## config.mk

```make
export PLATFORM = sky130hd
export DESIGN_NAME = serial_link_sync_request_control
export DESIGN_NICKNAME = d
export VERILOG_FILES = /design/src/link_sync_pkg.sv /design/src/pin_sync.sv /design/src/serial_link_sync_request_control.sv
export SDC_FILE = /design/constraint.sdc
export NUM_CORES = 1
export LEC_CHECK = 0
export BUFFER_PORTS_ARGS = -buffer_cell sky130_fd_sc_hd__clkbuf_2
export CORE_MARGIN = 5
export CORE_UTILIZATION = 35
export CTS_BUF_LIST = sky130_fd_sc_hd__clkbuf_8
export DETAILED_ROUTE_END_ITERATION = 10
export PLACE_DENSITY = 0.67
export SLEW_MARGIN = 20
export SYNTH_ARGS = -nofsm -noshare
export SYNTH_HDL_FRONTEND = slang
export SYNTH_SLANG_ARGS = --single-unit
```

## constraint.sdc

```tcl
create_clock -name i_core_clk -period 3.7 [get_ports i_core_clk]
set_clock_uncertainty 0.05 [all_clocks]
set_input_delay 0.74 -clock i_core_clk [delete_from_list [all_inputs] [get_ports i_core_clk]]
set_output_delay 0.74 -clock i_core_clk [all_outputs]
set_load 0.05 [all_outputs]
```

## src/link_sync_pkg.sv

```systemverilog
// link_sync_pkg: constants and types for the link sync request controller
// assumes a single core clock domain at 10 MHz
package link_sync_pkg;

    localparam int unsigned SYNC_STAGES      = 3;
    localparam logic [1:0]  SYNC_SEL_SE      = 2'h0;
    localparam logic [1:0]  SYNC_SEL_TS      = 2'h1;
    localparam logic [1:0]  SYNC_SEL_ALT     = 2'h2;
    localparam logic [7:0]  COMMA_K28_5      = 8'hbc;
    localparam logic [7:0]  ILAS_START_K28_0 = 8'h1c;
    localparam logic [7:0]  IDLE_DATA        = 8'h00;
    localparam int unsigned LANES_DEFAULT    = 8;
    localparam int unsigned ILAS_LEN_DEFAULT = 4;

    typedef enum logic {
        ENC_8B10B,
        ENC_64B66B
    } encoding_type;

    typedef enum {
        ST_IDLE,
        ST_CGS,
        ST_ILAS,
        ST_DATA
    } link_state_type;

endpackage : link_sync_pkg

```

## src/pin_sync.sv

```systemverilog
// pin_sync: three-flop synchroniser with agreement filter for one pin
// assumes the input is asynchronous to i_core_clk
`timescale 1ns/100ps
module pin_sync #(
    parameter logic RESET_LEVEL = 1'b1
) (
    // clock and reset
    input  wire logic i_core_clk,
    input  wire logic i_sys_rst,
    // pin and filtered level
    input  wire logic i_pin,
    output logic      o_level
);
    typedef struct packed {
        logic [2:0] stage;
        logic       level;
    } sync_state_type;

    sync_state_type state;
    sync_state_type next_state;

    always_comb begin
        next_state       = state;
        next_state.stage = {state.stage[1:0], i_pin};
        // change only when second and third flops agree
        if (state.stage[1] == state.stage[2]) begin
            next_state.level = state.stage[2];
        end
    end

    always_ff @(posedge i_core_clk) begin
        if (i_sys_rst) begin
            state <= '{stage: {3{RESET_LEVEL}}, level: RESET_LEVEL};
        end else begin
            state <= next_state;
        end
    end

    assign o_level = state.level;

endmodule : pin_sync

```

## src/serial_link_sync_request_control.sv

```systemverilog
// serial_link_sync_request_control: link sync request and lane bring-up sequencing
// assumes pins are asynchronous; control inputs come from same-clock configuration logic
//
// Operation
// - low single-ended request starts link init only in 8B/10B with select 0.
// - in 64B/66B the request line is ignored; link comes up unaided.
// - request going low in 8B/10B starts code group synchronization.
// - SYSREF edge is the alignment reference for deterministic latency.
// - SYSREF receiver can be powered down by its receiver enable.
// - differential timestamp input may serve as alternative request in 8B/10B.
`timescale 1ns/100ps
module serial_link_sync_request_control
    import link_sync_pkg::*;
#(
    parameter int unsigned LANES    = link_sync_pkg::LANES_DEFAULT,
    parameter int unsigned ILAS_LEN = link_sync_pkg::ILAS_LEN_DEFAULT
) (
    // clock and reset
    input  wire logic                        i_core_clk,
    input  wire logic                        i_sys_rst,
    // configuration
    input  wire link_sync_pkg::encoding_type i_encoding,
    input  wire logic [1:0]                  i_sync_sel,
    input  wire logic [LANES-1:0]            i_lane_enable,
    input  wire logic                        i_link_enable,
    input  wire logic                        i_sysref_receiver_power_enable,
    // pins
    input  wire logic                        i_single_ended_link_request_n,
    input  wire logic                        i_timestamp_diff_input,
    input  wire logic                        i_alternate_link_request_n,
    input  wire logic                        i_sysref,
    // lane character output
    output logic [LANES*8-1:0]               o_lane_char,
    output logic [LANES-1:0]                 o_lane_char_is_k,
    // status
    output logic                             o_sysref_receiver_on,
    output logic                             o_sysref_edge,
    output logic                             o_in_cgs,
    output logic                             o_in_ilas,
    output logic                             o_link_up
);
    import link_sync_pkg::*;

    typedef struct packed {
        link_state_type    mode;
        logic [7:0]        ilas_cnt;
        logic              req_prev;
        logic              sysref_prev;
        logic              sysref_edge;
        logic              sysref_rx_on;
        logic [LANES*8-1:0] lane_char;
        logic [LANES-1:0]  lane_is_k;
        logic              in_cgs;
        logic              in_ilas;
        logic              link_up;
    } ctrl_state_type;

    ctrl_state_type state;
    ctrl_state_type next_state;

    logic se_req_n;
    logic ts_req_n;
    logic alt_req_n;
    logic sysref_lvl;

    pin_sync #(.RESET_LEVEL(1'b1)) u_sync_se (
        .i_core_clk (i_core_clk),
        .i_sys_rst  (i_sys_rst),
        .i_pin      (i_single_ended_link_request_n),
        .o_level    (se_req_n)
    );

    pin_sync #(.RESET_LEVEL(1'b1)) u_sync_ts (
        .i_core_clk (i_core_clk),
        .i_sys_rst  (i_sys_rst),
        .i_pin      (i_timestamp_diff_input),
        .o_level    (ts_req_n)
    );

    pin_sync #(.RESET_LEVEL(1'b1)) u_sync_alt (
        .i_core_clk (i_core_clk),
        .i_sys_rst  (i_sys_rst),
        .i_pin      (i_alternate_link_request_n),
        .o_level    (alt_req_n)
    );

    pin_sync #(.RESET_LEVEL(1'b0)) u_sync_sysref (
        .i_core_clk (i_core_clk),
        .i_sys_rst  (i_sys_rst),
        .i_pin      (i_sysref & i_sysref_receiver_power_enable),
        .o_level    (sysref_lvl)
    );

    logic req_n;
    logic req_fall;
    logic req_rise;
    logic is_8b10b;

    always_comb begin
        is_8b10b = (i_encoding == ENC_8B10B);
        // source select; unused sources read as released
        unique case (i_sync_sel)
            SYNC_SEL_SE:    req_n = se_req_n;
            SYNC_SEL_TS:    req_n = ts_req_n;
            SYNC_SEL_ALT:   req_n = alt_req_n;
            default:        req_n = 1'b1;
        endcase
        if (!is_8b10b) begin
            req_n = 1'b1;
        end
        req_fall = state.req_prev & ~req_n;
        req_rise = ~state.req_prev & req_n;
    end

    always_comb begin
        next_state              = state;
        next_state.req_prev     = req_n;
        next_state.sysref_rx_on = i_sysref_receiver_power_enable;
        next_state.sysref_prev  = sysref_lvl;
        next_state.sysref_edge  = sysref_lvl & ~state.sysref_prev;

        if (!i_link_enable) begin
            next_state.mode = ST_IDLE;
        end else begin
            unique case (state.mode)
                ST_IDLE: begin
                    if (!is_8b10b) begin
                        next_state.mode = ST_DATA;
                    end else if (req_fall || !req_n) begin
                        next_state.mode = ST_CGS;
                    end
                end
                ST_CGS: begin
                    if (!is_8b10b) begin
                        next_state.mode = ST_DATA;
                    end else if (req_rise) begin
                        next_state.mode     = ST_ILAS;
                        next_state.ilas_cnt = 8'h00;
                    end
                end
                ST_ILAS: begin
                    if (!is_8b10b) begin
                        next_state.mode = ST_DATA;
                    end else if (!req_n) begin
                        next_state.mode = ST_CGS;
                    end else if (state.sysref_edge || state.ilas_cnt != 8'h00) begin
                        // ilas multiframes counted from the sysref reference
                        if (state.ilas_cnt == 8'(ILAS_LEN - 1)) begin
                            next_state.mode = ST_DATA;
                        end else begin
                            next_state.ilas_cnt = state.ilas_cnt + 8'h01;
                        end
                    end
                end
                ST_DATA: begin
                    if (is_8b10b && req_fall) begin
                        next_state.mode = ST_CGS;
                    end
                end
            endcase
        end

        // lane characters follow the mode being entered
        for (int i = 0; i < LANES; i++) begin
            next_state.lane_char[i*8 +: 8] = IDLE_DATA;
            next_state.lane_is_k[i]        = 1'b0;
            if (i_lane_enable[i]) begin
                unique case (next_state.mode)
                    ST_CGS: begin
                        next_state.lane_char[i*8 +: 8] = COMMA_K28_5;
                        next_state.lane_is_k[i]        = 1'b1;
                    end
                    ST_ILAS: begin
                        next_state.lane_char[i*8 +: 8] = ILAS_START_K28_0;
                        next_state.lane_is_k[i]        = 1'b1;
                    end
                    ST_IDLE,
                    ST_DATA: begin
                        next_state.lane_char[i*8 +: 8] = IDLE_DATA;
                        next_state.lane_is_k[i]        = 1'b0;
                    end
                endcase
            end
        end
        next_state.in_cgs  = (next_state.mode == ST_CGS);
        next_state.in_ilas = (next_state.mode == ST_ILAS);
        next_state.link_up = (next_state.mode == ST_DATA);
    end

    always_ff @(posedge i_core_clk) begin
        if (i_sys_rst) begin
            state          <= '0;
            state.mode     <= ST_IDLE;
            state.req_prev <= 1'b1;
        end else begin
            state <= next_state;
        end
    end

    assign o_lane_char          = state.lane_char;
    assign o_lane_char_is_k     = state.lane_is_k;
    assign o_sysref_receiver_on = state.sysref_rx_on;
    assign o_sysref_edge        = state.sysref_edge;
    assign o_in_cgs             = state.in_cgs;
    assign o_in_ilas            = state.in_ilas;
    assign o_link_up            = state.link_up;

endmodule : serial_link_sync_request_control

```

==> reports/qor.txt <==
Clock Latency Late Sink: 0.36 ns
share of flip-flops with an asynchronous set or reset: 0%
R2R depth: 6
CTS Buf Count: 9
Final Max Slew Viols: 0
H-tree depth: 3
synthesized area: 3526 µm²
Wirelength per Cell: 11.65 µm
worst flop-to-flop path startpoint: state[94]
core box area: 9819 µm²
Area growth syn-to-layout: 6.388%
port bufs: 71
Clock power frac: 35.6%
Worst Setup End Kind: flop
worst-path maximum fanout: 16
multi-input logic area: 1240 µm²
Post-synth EDFFs: 0
register area: 1742 µm²
Rel. slew slack: 46.85%
#FFs+latches synth: 87
clock sink count: 87
Final setup violation count: 0
status: finished, final reports clean
clock buffer depth: 2
ant diodes: 0
root buffer cell: clkbuf_8
largest net degree at the start of global routing: 42
GRT Total Usage: 10.01%
Routed WL: 6082 µm
Final Util: 38.20%
largest area contributor in the synthesized netlist: dfxtp_1
Post-CTS Resized: 0
gr ovfl total: 0
Via density: 4.370
flop-to-flop setup slack: 1.09 ns
Die X: 110.4 µm
fill cell count: 990
final non-filler cell total: 522
Cells after Synth: 362
fin nets: 405
drt first pass iters: 4
share of cells above drive strength 1: 28.53%
# Max-Cap Violations: 0
1st-iter DRT viols: 52
Startpoint Class: primary input
clk slew on worst S/H paths: 0.10 ns
first-pass GRT wire length: 9556 µm
switch share: 30.80%
worst path required time: 3.87 ns
Tcrit/Tclk final: 72.55%
initial antenna violation count: 0
top-count cell post-synth: dfxtp_1
min-delay src: state[77]
Hold/Removal Path Class: flop to flop
minimum clock period: 2.684 ns
CTS tree: built
Via Count: 2281
Routed Antenna Nets: 0
Max VDD drop: 0.1635 mV
synth cell count leaders: 87 x dfxtp_1, 72 x buf_4, 32 x and3_1
placed insts: 506
Area contributors post-synth: dfxtp_1 49%, buf_4 15%, and3_1 5.7%
# hold bufs at CTS: 0
residual DRC count: 0
row count: 36
post-synth top area share: 49.40%
Synth Area per Inst: 9.740 µm²
initial core utilization: 35.91%
worst endpoint data arrival time: 2.86 ns
post-CTS setup buffers: 0
part of the power in combinational logic: 11.3%
RR Endpoint: o_lane_char[20]
DPL Wire Length: 4391 µm
Fin Setup TNS: 0 ns
Main synth FF type: dfxtp_1
Crit Path Class: primary input to flop
die height: 110.4 µm
leakage power: 1.739 nW
io pins: 96
pwr/cell area: 483.2 nW/µm²
Max Clock Freq: 372.5 MHz
Final Hold Vio Count: 0
post-synthesis sequential area ratio: 49.40%
Yosys cell types: 50
die area: 12180 µm²
Int Pwr: 1.254 mW
RSZ-0062 raised after global routing: false
hold-critical path depth: 1
RePlAce Congestion: 0.7475
worst-margin pin slew: 0.7935 ns
Hold Path End: o_sysref_edge
Yosys Warn Count: 0
vias in the first global route: 2140
Psw: 0.5582 mW
Flop pwr share: 53.0%
power groups by stage:
stage	Sequential (mW)	Combinational, mW	Clock (mW)
4_1_cts	0.961	0.206	0.658
6_report	0.961	0.206	0.646
3_3_place_gp	0.983	0.204	0
2_1_floorplan	0.986	0.208	0
3_5_place_dp	0.983	0.206	0
5_1_grt	0.964	0.219	0.702
how the worst max path moves through the flow:
stage,from,end,slack (ns),cells past startpoint
3_3_place_gp,i_sync_sel[1],o_lane_char_is_k[0],0.72,7
5_1_grt,state[94],o_lane_char[28],0.83,6
2_1_floorplan,i_encoding,state[85],1.15,7
6_report,i_sync_sel[1],o_lane_char[20],1.02,7
4_1_cts,i_sync_sel[1],o_lane_char[52],1.03,7
3_5_place_dp,i_sync_sel[1],o_lane_char_is_k[1],0.63,7
cell families after synthesis:
kind of cell | synth area share [%]
AND/OR/NAND/NOR | 20.76
buffers and inverters | 17.96
flip-flops | 49.40
AO/OA/AOI/OAI | 8.836
XOR/XNOR | 1.952
adder cells (fa/ha/maj) | 0.7096
other | 0.1064
multiplexers | 0.2839
stage by stage:
stage | hold slack (ns) | cell area, µm² | setup WS (ns) | power, mW
floorplan | 0.3174 | 3612 | 1.151 | 1.194
global placement | 0.3251 | 3548 | 0.7196 | 1.186
detailed placement | 0.3232 | 3548 | 0.6335 | 1.189
CTS | 0.3370 | 3751 | 1.027 | 1.825
global route | 0.3634 | 3751 | 0.8331 | 1.885
finish | 0.3369 | 3751 | 1.016 | 1.812
cell usage in the layout (no fill, tap or decap), types with 6 or more instances in the layout:
master    synthesis  layout
a21oi_1          23      23
inv_1             6       6
conb_1            1      24
nor2_1           17      16
nor4_1            7       7
dfxtp_1          87      87
and3_1           32      32
nand2_1          20      20
or2_2            10      10
nor2b_1          14      14
clkbuf_8          0       9
clkbuf_2          1      71
metal layers:
metal  track usage (%)  vias to the layer above  wire, µm  part of all wire [%]
met5                 0                        -         0                     0
met4             3.430                        0        71                   1.2
met3             3.611                        9       539                   8.9
met2             17.16                       76      2801                    46
met1             11.53                     1035      2669                    44
li1                  -                     1161         -                     -
worst max-delay path, cell delays in order:
cell and delay (ns):
clkbuf_2 0.11, mux2i_1 0.27, a21oi_1 0.20, or3_1 0.39, a41oi_4 0.34, xor2_2 0.66
a21oi_1 0.16
state kept, by name, indices dropped and copies added (netlist names), 2 cells and up:
signal,count
o_lane_char_is_k,8
o_lane_char,16
u_sync_sysref.next_state,2
state,42
u_sync_alt.next_state,2
u_sync_se.next_state,2
u_sync_ts.next_state,2
area by class of cell:
type	count	share of cell area, %
clock inverter	7	2.101
sequential	87	46.43
tap	133	4.436
clock buffer	9	3.302
multi-input combinational	206	33.06
timing repair buffer	74	10.07
inverter	6	0.6004
(Power assumes the default switching activity.)
